--- src/inc/eth_slice_regs.svh ---
// Register offsets, field positions, reset values for the Ethernet slice.
// Assumes byte addressing on a 32-bit Wishbone bus, one word per register.
`ifndef ETH_SLICE_REGS_SVH
`define ETH_SLICE_REGS_SVH

`define IEN_BASE        8'h00
`define SCOL_BASE       8'h10
`define MADR_BASE       8'h20
`define ALIAS_CLR       2'h1
`define ALIAS_SET       2'h2
`define ALIAS_INV       2'h3
`define IEN_MASK        32'h0000_63EF
`define SCOL_MASK       32'h0000_FFFF
`define MADR_MASK       32'h0000_1F1F
`define IEN_RESET       32'h0000_0000
`define SCOL_RESET      32'h0000_0000
`define MADR_RESET      32'h0000_0100
`define MADR_PHY_LSB    8
`define MADR_REG_LSB    0
`define IEN_TX_SYSBUS_ERR 14
`define IEN_RX_SYSBUS_ERR 13
`define IEN_EMPTY_WMARK   9
`define IEN_FULL_WMARK    8
`define IEN_RX_COMPLETE   7
`define IEN_PKT_WAITING   6
`define IEN_RX_ACTIVITY   5
`define IEN_TX_COMPLETE   3
`define IEN_TX_ABORTED    2
`define IEN_RX_NO_DESC    1
`define IEN_RX_OVERRUN    0
`define NUM_EVENTS      11

`endif

--- src/inc/eth_slice_pkg.sv ---
// Types shared by the Ethernet register slice.
// Assumes the offsets and masks of eth_slice_regs.svh.
package eth_slice_pkg;

	typedef struct packed {
		logic [4:0] phy_sel;
		logic [4:0] reg_sel;
	} mgmt_addr_s;

	typedef enum logic [1:0] {
		ACC_WRITE,
		ACC_CLR,
		ACC_SET,
		ACC_INV
	} alias_e;

endpackage : eth_slice_pkg

--- src/verilog/eth_irq_stats_mgmt.sv ---
// Ethernet interrupt enables, single-collision counter, management address.
// Assumes a classic Wishbone master and event flags held outside the slice.
//
// Summary of operation
// - Bit 14 of the enable register gates the transmit bus error interrupt.
// - Bit 13 of the enable register gates the receive bus error interrupt.
// - Bit 9 gates the receive empty-watermark interrupt.
// - Bit 8 gates the receive full-watermark interrupt.
// - Bit 7 gates the receive-complete interrupt.
// - Bit 6 gates the packet-waiting interrupt.
// - Bit 5 gates the receive-activity interrupt.
// - Bit 3 gates the transmit-complete interrupt.
// - Bit 2 gates the transmit-aborted interrupt.
// - Bit 1 gates the no-receive-descriptor interrupt.
// - Bit 0 gates the receive FIFO overrun interrupt.
// - Unused enable bits read zero; all enables reset to zero.
// - Counter bits 15..0 count frames sent on the second attempt.
// - Reading the counter at 0x10 clears it unless byte lanes 0 and 1 are off.
// - Management PHY select in bits 12..8, reset one, drives the cycle.
// - Management register select in bits 4..0, reset zero, drives cycle.
// - Management address accepts 16/32-bit accesses; byte writes ignored.
// - Each register has clear, set, invert aliases at 0x4, 0x8, 0xC.
//
// Decided for this implementation: the register addresses and the Wishbone slave port.
`timescale 1ns/1ps
`include "eth_slice_regs.svh"
module eth_irq_stats_mgmt #(
	parameter int NEV = `NUM_EVENTS
) (
	// Clock and reset
	input  wire logic                      clk_i,
	input  wire logic                      rst_i,
	// Wishbone slave
	input  wire logic                      cyc_i,
	input  wire logic                      stb_i,
	input  wire logic                      we_i,
	input  wire logic [7:0]                adr_i,
	input  wire logic [3:0]                sel_i,
	input  wire logic [31:0]               dat_i,
	output logic      [31:0]               dat_o,
	output logic                           ack_o,
	output logic                           err_o,
	// Controller events, levels in compressed enable order
	input  wire logic [NEV-1:0]            event_flags_i,
	input  wire logic                      single_coll_frame_i,
	// Results
	output logic                           irq_o,
	output eth_slice_pkg::mgmt_addr_s      mgmt_addr_o
);
	import eth_slice_pkg::*;

	logic        req;
	logic        hit_ien;
	logic        hit_scol;
	logic        hit_madr;
	logic        hit_any;
	logic        byte_acc;
	logic        wr_ien;
	logic        wr_scol;
	logic        wr_madr;
	logic        rd_clr;
	alias_e      kind;
	logic [31:0] lanes;
	logic [31:0] ien;
	logic [31:0] scol;
	logic [31:0] madr;
	logic [31:0] rdata;
	logic [31:0] scol_next;
	logic        scol_hw;
	logic [NEV-1:0] gated;
	logic        ack_q;
	logic        err_q;
	logic [31:0] dat_q;
	logic        irq_q;
	mgmt_addr_s  madr_q;
	logic [NEV-1:0] en_vec;
	// Enables by name, highest event first.
	logic        tx_sysbus_err_int_en;
	logic        rx_sysbus_err_int_en;
	logic        empty_watermark_int_en;
	logic        full_watermark_int_en;
	logic        rx_complete_int_en;
	logic        packet_waiting_int_en;
	logic        rx_activity_int_en;
	logic        tx_complete_int_en;
	logic        tx_aborted_int_en;
	logic        rx_no_descriptor_int_en;
	logic        rx_fifo_overrun_int_en;

	// A request is answered one cycle after it is seen, then ack drops.
	assign req      = cyc_i & stb_i & ~ack_q & ~err_q;
	assign hit_ien  = {adr_i[7:4], 4'h0} == `IEN_BASE;
	assign hit_scol = {adr_i[7:4], 4'h0} == `SCOL_BASE;
	assign hit_madr = {adr_i[7:4], 4'h0} == `MADR_BASE;
	assign hit_any  = hit_ien | hit_scol | hit_madr;
	assign kind     = alias_e'(adr_i[3:2]);
	// Single-lane and three-lane patterns count as byte-wide.
	assign byte_acc = !(sel_i == 4'hF || sel_i == 4'h3 || sel_i == 4'hC);

	genvar g;
	generate
		for (g = 0; g < 4; g++) begin : g_lane
			assign lanes[g*8 +: 8] = {8{sel_i[g]}};
		end
	endgenerate

	assign wr_ien  = req & we_i & hit_ien;
	assign wr_scol = req & we_i & hit_scol;
	assign wr_madr = req & we_i & hit_madr & ~byte_acc;
	// Plain-register reads clear the tally only if lane 0 or 1 is on.
	assign rd_clr  = req & ~we_i & hit_scol & (kind == ACC_WRITE)
		& (sel_i[0] | sel_i[1]);

	// Hardware count: a frame that ends in the cycle of a clearing read is
	// kept as the first count after the clear; a frame in the cycle of a bus write to the counter is dropped.
	always_comb begin
		scol_hw   = rd_clr | single_coll_frame_i;
		if (rd_clr) begin
			scol_next = single_coll_frame_i ? 32'h0000_0001
				: `SCOL_RESET;
		end else begin
			scol_next = scol + 32'h0000_0001;
		end
	end

	eth_alias_reg #(
		.MASK  (`IEN_MASK),
		.RESET (`IEN_RESET)
	) u_ien (
		.clk_i     (clk_i),
		.rst_i     (rst_i),
		.wr_i      (wr_ien),
		.kind_i    (kind),
		.data_i    (dat_i),
		.lane_i    (lanes),
		.hw_wr_i   (1'b0),
		.hw_data_i (32'h0000_0000),
		.value_o   (ien)
	);

	eth_alias_reg #(
		.MASK  (`SCOL_MASK),
		.RESET (`SCOL_RESET)
	) u_scol (
		.clk_i     (clk_i),
		.rst_i     (rst_i),
		.wr_i      (wr_scol),
		.kind_i    (kind),
		.data_i    (dat_i),
		.lane_i    (lanes),
		.hw_wr_i   (scol_hw),
		.hw_data_i (scol_next),
		.value_o   (scol)
	);

	eth_alias_reg #(
		.MASK  (`MADR_MASK),
		.RESET (`MADR_RESET)
	) u_madr (
		.clk_i     (clk_i),
		.rst_i     (rst_i),
		.wr_i      (wr_madr),
		.kind_i    (kind),
		.data_i    (dat_i),
		.lane_i    (lanes),
		.hw_wr_i   (1'b0),
		.hw_data_i (32'h0000_0000),
		.value_o   (madr)
	);

	// Each enable is taken from its own bit of the enable register.
	assign tx_sysbus_err_int_en    = ien[`IEN_TX_SYSBUS_ERR];
	assign rx_sysbus_err_int_en    = ien[`IEN_RX_SYSBUS_ERR];
	assign empty_watermark_int_en  = ien[`IEN_EMPTY_WMARK];
	assign full_watermark_int_en   = ien[`IEN_FULL_WMARK];
	assign rx_complete_int_en      = ien[`IEN_RX_COMPLETE];
	assign packet_waiting_int_en   = ien[`IEN_PKT_WAITING];
	assign rx_activity_int_en      = ien[`IEN_RX_ACTIVITY];
	assign tx_complete_int_en      = ien[`IEN_TX_COMPLETE];
	assign tx_aborted_int_en       = ien[`IEN_TX_ABORTED];
	assign rx_no_descriptor_int_en = ien[`IEN_RX_NO_DESC];
	assign rx_fifo_overrun_int_en  = ien[`IEN_RX_OVERRUN];
	assign en_vec = {tx_sysbus_err_int_en, rx_sysbus_err_int_en,
		empty_watermark_int_en, full_watermark_int_en, rx_complete_int_en,
		packet_waiting_int_en, rx_activity_int_en, tx_complete_int_en,
		tx_aborted_int_en, rx_no_descriptor_int_en, rx_fifo_overrun_int_en};

	// Each event is gated by its own enable bit.
	generate
		for (g = 0; g < NEV; g++) begin : g_gate
			assign gated[g] = event_flags_i[g] & en_vec[g];
		end
	endgenerate

	always_comb begin
		rdata = 32'h0000_0000;
		if (hit_ien) begin
			rdata = ien & `IEN_MASK;
		end else if (hit_scol) begin
			rdata = scol & `SCOL_MASK;
		end else if (hit_madr) begin
			rdata = madr & `MADR_MASK;
		end
	end

	always_ff @(posedge clk_i) begin
		if (rst_i) begin
			ack_q <= 1'b0;
			err_q <= 1'b0;
			dat_q <= 32'h0000_0000;
		end else begin
			ack_q <= req & hit_any;
			err_q <= req & ~hit_any;
			dat_q <= (req & ~we_i & hit_any) ? rdata : 32'h0000_0000;
		end
	end

	always_ff @(posedge clk_i) begin
		if (rst_i) begin
			irq_q <= 1'b0;
		end else begin
			irq_q <= |gated;
		end
	end

	always_ff @(posedge clk_i) begin
		if (rst_i) begin
			madr_q <= '{phy_sel: 5'h01, reg_sel: 5'h00};
		end else begin
			madr_q.phy_sel <= madr[`MADR_PHY_LSB +: 5];
			madr_q.reg_sel <= madr[`MADR_REG_LSB +: 5];
		end
	end

	assign ack_o       = ack_q;
	assign err_o       = err_q;
	assign dat_o       = dat_q;
	assign irq_o       = irq_q;
	assign mgmt_addr_o = madr_q;

	// Checks.
	a_irq_follows: assert property (
		@(posedge clk_i) disable iff (rst_i)
		(|gated) |=> irq_o)
		else $error("irq not raised for enabled event");
	a_irq_blocked: assert property (
		@(posedge clk_i) disable iff (rst_i)
		!(|(event_flags_i)) |=> !irq_o)
		else $error("irq raised with no event");
	a_txbus_gate: assert property (
		@(posedge clk_i) disable iff (rst_i)
		(event_flags_i[10] && ien[`IEN_TX_SYSBUS_ERR]) |=> irq_o)
		else $error("tx bus error not gated by bit 14");
	a_rxbus_gate: assert property (
		@(posedge clk_i) disable iff (rst_i)
		event_flags_i == 11'h200 |=> irq_o == $past(ien[`IEN_RX_SYSBUS_ERR]))
		else $error("rx bus error gate wrong");
	a_empty_gate: assert property (
		@(posedge clk_i) disable iff (rst_i)
		event_flags_i == 11'h100 |=> irq_o == $past(ien[`IEN_EMPTY_WMARK]))
		else $error("empty watermark gate wrong");
	a_full_gate: assert property (
		@(posedge clk_i) disable iff (rst_i)
		event_flags_i == 11'h080 |=> irq_o == $past(ien[`IEN_FULL_WMARK]))
		else $error("full watermark gate wrong");
	a_rxdone_gate: assert property (
		@(posedge clk_i) disable iff (rst_i)
		event_flags_i == 11'h040 |=> irq_o == $past(ien[`IEN_RX_COMPLETE]))
		else $error("rx complete gate wrong");
	a_pend_gate: assert property (
		@(posedge clk_i) disable iff (rst_i)
		event_flags_i == 11'h020 |=> irq_o == $past(ien[`IEN_PKT_WAITING]))
		else $error("packet waiting gate wrong");
	a_rxact_gate: assert property (
		@(posedge clk_i) disable iff (rst_i)
		event_flags_i == 11'h010 |=> irq_o == $past(ien[`IEN_RX_ACTIVITY]))
		else $error("rx activity gate wrong");
	a_txdone_gate: assert property (
		@(posedge clk_i) disable iff (rst_i)
		event_flags_i == 11'h008 |=> irq_o == $past(ien[`IEN_TX_COMPLETE]))
		else $error("tx complete gate wrong");
	a_abort_gate: assert property (
		@(posedge clk_i) disable iff (rst_i)
		event_flags_i == 11'h004 |=> irq_o == $past(ien[`IEN_TX_ABORTED]))
		else $error("tx aborted gate wrong");
	a_nodesc_gate: assert property (
		@(posedge clk_i) disable iff (rst_i)
		event_flags_i == 11'h002 |=> irq_o == $past(ien[`IEN_RX_NO_DESC]))
		else $error("no descriptor gate wrong");
	a_ovfl_gate: assert property (
		@(posedge clk_i) disable iff (rst_i)
		(event_flags_i == 11'h001 && !ien[`IEN_RX_OVERRUN]) |=> !irq_o)
		else $error("overrun passed with enable off");
	a_ien_unused: assert property (
		@(posedge clk_i) disable iff (rst_i)
		(ien & ~`IEN_MASK) == 32'h0000_0000)
		else $error("unused enable bit set");
	a_ien_rdzero: assert property (
		@(posedge clk_i) disable iff (rst_i)
		(req && !we_i && hit_ien) |=> (dat_o & ~`IEN_MASK) == 32'h0000_0000)
		else $error("unused enable bit read as one");

	// Single-collision counter.
	a_scol_rdzero: assert property (
		@(posedge clk_i) disable iff (rst_i)
		(req && !we_i && hit_scol) |=> (dat_o & ~`SCOL_MASK) == 32'h0000_0000)
		else $error("counter upper bits read as one");
	a_scol_clear: assert property (
		@(posedge clk_i) disable iff (rst_i)
		(rd_clr && !single_coll_frame_i) |=> scol == 32'h0000_0000)
		else $error("counter not cleared after read");
	a_clear_count: assert property (
		@(posedge clk_i) disable iff (rst_i)
		(rd_clr && single_coll_frame_i) |=> scol == 32'h0000_0001)
		else $error("frame lost in clearing read");
	a_scol_count: assert property (
		@(posedge clk_i) disable iff (rst_i)
		(single_coll_frame_i && !rd_clr && !wr_scol && scol != 32'h0000_FFFF)
		|=> scol == $past(scol) + 32'h0000_0001)
		else $error("counter missed increment");
	a_scol_wrap: assert property (
		@(posedge clk_i) disable iff (rst_i)
		(single_coll_frame_i && !rd_clr && !wr_scol && scol == 32'h0000_FFFF)
		|=> scol == 32'h0000_0000)
		else $error("counter did not wrap at 16 bits");
	a_scol_hold: assert property (
		@(posedge clk_i) disable iff (rst_i)
		(!single_coll_frame_i && !rd_clr && !wr_scol) |=> $stable(scol))
		else $error("counter moved with no cause");

	// Management address and bus.
	a_madr_byte: assert property (
		@(posedge clk_i) disable iff (rst_i)
		(req && we_i && hit_madr && byte_acc) |=> $stable(madr))
		else $error("byte write changed mgmt address");
	a_madr_drive: assert property (
		@(posedge clk_i) disable iff (rst_i)
		1'b1 |=> mgmt_addr_o.phy_sel == $past(madr[12:8]))
		else $error("phy select not driven");
	a_reg_drive: assert property (
		@(posedge clk_i) disable iff (rst_i)
		1'b1 |=> mgmt_addr_o.reg_sel == $past(madr[4:0]))
		else $error("register select not driven");
	a_madr_rdzero: assert property (
		@(posedge clk_i) disable iff (rst_i)
		(req && !we_i && hit_madr) |=> (dat_o & ~`MADR_MASK) == 32'h0000_0000)
		else $error("unused address bit read as one");
	a_ack_once: assert property (
		@(posedge clk_i) disable iff (rst_i)
		ack_o |=> !ack_o)
		else $error("ack held two cycles");

endmodule : eth_irq_stats_mgmt

--- src/verilog/eth_alias_reg.sv ---
// One 32-bit register with write, clear, set and invert aliases.
// Assumes the caller decodes the alias and qualifies the write strobe.
`timescale 1ns/1ps
module eth_alias_reg #(
	parameter logic [31:0] MASK  = 32'hFFFF_FFFF,
	parameter logic [31:0] RESET = 32'h0000_0000
) (
	// Clock and reset
	input  wire logic                     clk_i,
	input  wire logic                     rst_i,
	// Write request
	input  wire logic                     wr_i,
	input  wire eth_slice_pkg::alias_e    kind_i,
	input  wire logic [31:0]              data_i,
	input  wire logic [31:0]              lane_i,
	// Hardware update, taken when no write is active
	input  wire logic                     hw_wr_i,
	input  wire logic [31:0]              hw_data_i,
	// Stored value
	output logic      [31:0]              value_o
);
	import eth_slice_pkg::*;

	logic [31:0] value_q;
	logic [31:0] value_d;
	logic [31:0] bits;

	// On a bus write only bits inside the enabled byte lanes change.
	always_comb begin
		bits = data_i & lane_i;
		value_d = value_q;
		if (wr_i) begin
			unique case (kind_i)
				ACC_WRITE: value_d = (value_q & ~lane_i) | bits;
				ACC_CLR:   value_d = value_q & ~bits;
				ACC_SET:   value_d = value_q | bits;
				ACC_INV:   value_d = value_q ^ bits;
			endcase
		end else if (hw_wr_i) begin
			value_d = hw_data_i;
		end
	end

	always_ff @(posedge clk_i) begin
		if (rst_i) begin
			value_q <= RESET;
		end else begin
			value_q <= value_d & MASK;
		end
	end

	assign value_o = value_q;

endmodule : eth_alias_reg

--- config.mk ---
export PLATFORM = sky130hd
export DESIGN_NAME = eth_irq_stats_mgmt
export DESIGN_NICKNAME = d
export VERILOG_FILES = /design/src/inc/eth_slice_pkg.sv /design/src/verilog/eth_irq_stats_mgmt.sv /design/src/verilog/eth_alias_reg.sv
export VERILOG_INCLUDE_DIRS = /design/src /design/src/inc
export SDC_FILE = /design/constraint.sdc
export NUM_CORES = 1
export LEC_CHECK = 0
export ABC_AREA = 1
export BUFFER_PORTS_ARGS = -buffer_cell sky130_fd_sc_hd__buf_2
export CAP_MARGIN = 25
export CORE_ASPECT_RATIO = 0.7
export CORE_UTILIZATION = 42
export DETAILED_ROUTE_END_ITERATION = 12
export PLACE_DENSITY = 0.73
export SETUP_SLACK_MARGIN = 0.1
export SYNTH_ARGS = -nofsm -noshare
export SYNTH_HDL_FRONTEND = slang
export SYNTH_SLANG_ARGS = --single-unit
--- constraint.sdc ---
create_clock -name clk_i -period 4.04 [get_ports clk_i]
set_input_delay 0.808 -clock clk_i [delete_from_list [all_inputs] [get_ports clk_i]]
set_output_delay 0.808 -clock clk_i [all_outputs]
set_load 0.005 [all_outputs]
==> results.md <==
* Status: completed
* Slowest cell on crit path: nand2_1
* Int Power at 1.25 mW
* Critical path startpoint category: primary input
* CP peak stage delay at 0.46 ns
* Fin. max-slew vios at 0
* Combinational Power Share at 14.0%
* IO buf count at 71
* Full die area at 12600 sq um
* Clock insertion delay at the later pin of the skew report at 0.35 ns
* Power, Total at 1.72 mW
* DR WL met3 at 1.22 mm
* Layout area overhead at 12.7%
* Clk slew on worst S/H paths at 0.05 ns
* Fillcell total at 1195
* DP HPWL at 10.2 mm
* Setup CP Type: primary input to register
* Leakage at 2.74 nW
* Top FF cell, synth: dfxtp_1
* Sw frac at 27.5%
* Synth async-reset ratio at 0%
* Via-to-Cell Ratio at 5.06
* Die Width at 134 um
* Final setup vio count at 0
* Hold buffer count at CTS at 0
* NetSw at 0.473 mW
* Postcts setup bufs at 0
* Critical Path Fanout Max at 12
* Ant. Diodes at 0
* Resized cells post-CTS at 0
* Max_slew headroom at 36.5%
* Overall Global Routing Usage at 23.9%
* EDFF count, synth at 0
* Starting DRT DRC Count at 342
* Mapped cell area at 5090 sq um
* Synth cell types at 42
* Seq pwr share at 40.0%
* Top routing layer in use: met4
* Fin Setup TNS at 0 ns
* RSZ-0062 raised after global routing: no
* Initial antenna violation count at 0
* Clock Power Share at 46.0%
* Syn. warnings at 0
* DRT antenna net count at 0
* Synth area leaders: dfxtp_1, nand2_1, ha_1
* Htree depth at 3
* Clock sink total at 66
* Root buffer cell: clkbuf_16
* Min-delay worst type: register to register
* Share of cells above drive strength 1 at 14.0%
* F_max at 423 MHz
* Core Area at 11800 sq um
* Critical path capture point type: register
* Worst VDD drop at 0.000195 V
* GR Overflow Total at 0
* DR WL/cell at 14.1 um
* Non-Filler Instances at 1000
* Worst-Margin Slew at 0.950 ns
* Critical Path, Cell by Cell: buf_2 -> nor2_2 -> nand3_2 -> inv_2 -> nor2_2 -> nor3_2 -> nand2_1 -> nor3_1
* Buffers and inverters on the worst path at 2
* CTS tree: yes
* Register area at 1320 sq um
* Avg Synthesized Cell Area at 6.48 sq um
* CTS max path bufs at 2
* Crit path DAT at 2.59 ns
* Pin count of the biggest net entering global routing at 38
* Register area share after synthesis at 26.0%
* FF+latch count, synth at 66
* Vias in the first global route at 4571
* Die Height at 94.1 um
* Initial Utilization at 43.3%
* M1 WL at 6.81 mm
* WL met2 at 5.87 mm
* Gpl congestion at 0.889
* I/O pin count at 106
* WL final at 14.1 mm
* Tmin final at 2.37 ns
* Synth Instances at 786
* Critical Path Most Common Cell: nor2_2
* TritonCTS Buffers at 9
* First-pass GRT wire length at 23.2 mm
* Post-synth top area cell: dfxtp_1
* First-pass DRT Iterations at 5
* Clk_skew at 0.0116 ns
* Vias post-DR at 5060
* Drt drc at 0
* Max Cap Viol at 0
* Top delay family on crit path: simple AND/OR/NAND/NOR gates
* Worst Path Required at 4.26 ns
* Tcrit/Tclk final at 58.5%
* Top-area cell type share of the netlist area at 26.0%
* Placed cells at 986
* Layout Nets at 960
* Footprint of the multi-input gates at 3250 sq um
* Num rows at 33
* Fin. Hold Viols at 0
* Pwr dens at 300 nW/um^2
-- power groups by stage --
stage | clock network, mW | logic (mW) | registers [mW]
floorplan | 0 | 0.186 | 0.692
global placement | 0 | 0.230 | 0.701
detailed placement | 0 | 0.237 | 0.702
CTS | 0.802 | 0.239 | 0.688
global route | 0.831 | 0.277 | 0.691
finish | 0.792 | 0.241 | 0.689
-- synth_stat cells (3+ instances only) --
| master | number |
|---|---|
| inv_2 | 7 |
| nand3_1 | 29 |
| o21ai_0 | 35 |
| buf_2 | 12 |
| clkbuf_1 | 11 |
| dfxtp_1 | 66 |
| o22ai_1 | 3 |
| o2111ai_1 | 17 |
| a21oi_1 | 21 |
| buf_6 | 4 |
| nand2_1 | 259 |
| nor3_1 | 4 |
| nor2_4 | 4 |
| buf_4 | 18 |
| o211ai_1 | 3 |
| o21ai_1 | 12 |
| buf_1 | 3 |
| inv_1 | 67 |
| nand4_1 | 4 |
| a21oi_2 | 4 |
| nor2_1 | 113 |
| nor2_2 | 4 |
| ha_1 | 59 |
| a221oi_1 | 5 |
-- layer usage --
layer,global-route usage (%),vias to the layer above
met5,0,-
met4,8.05,0
met3,4.58,18
met2,36.7,203
met1,33.2,2236
li1,-,2603
-- worst paths after layout --
kind	start	to	slack [ns]	cells after the start
worst max-delay path	adr_i[7]	dat_o[15]$_SDFF_PP0_	1.67	8
worst min-delay path	register	mgmt_addr_o[7]$_SDFF_PP0_	0.51	2
worst max register to register	ack_o$_SDFF_PP0_	dat_o[15]$_SDFF_PP0_	2.08	7
worst min register to register	register	mgmt_addr_o[7]$_SDFF_PP0_	0.51	2
-- kinds of logic after synthesis --
logic type                 Yosys count  share of synthesized area, %
DFF                                 66                          26.0
buffers and inverters              123                          11.3
adders and majority gates           59                          14.5
and+or+nand+nor                    431                          35.2
xor gates and xnor gates             4                         0.688
other                                1                        0.0737
AOI/OAI and AO/OA                  102                          12.3
-- layout make-up --
cell class,count,area share [%]
flip-flops and latches,66,23.0
clock buffers,11,4.41
well taps,157,3.42
clock inverters,3,0.698
inverters,75,4.91
multi-input cells,612,56.7
repair buffers,76,6.85
-- worst min-delay path, cell delays in order, from the launching register on --
cell     delay, ns
dfxtp_1       0.33
inv_1         0.07
nor2_1        0.06
-- cell usage in the layout, fill, tap and decap left out, types with 16 or more instances in the layout --
master     instances
dfxtp_1           66
nand3_1           29
nor2_1           113
inv_1             67
ha_1              59
conb_1            16
buf_2             71
o21ai_0           35
nand2_1          259
o2111ai_1         17
a21oi_1           21
-- metrics by stage --
stage	hold slack, ns	util, %	worst slack [ns]	area, sq um
finish	0.506	48.8	1.67	5740
global route	0.524	48.8	1.53	5740
CTS	0.504	48.8	1.75	5740
detailed placement	0.497	46.3	1.39	5440
global placement	0.496	46.3	1.46	5440
floorplan	0.452	-	1.90	5150
(Power assumes the default switching activity.)
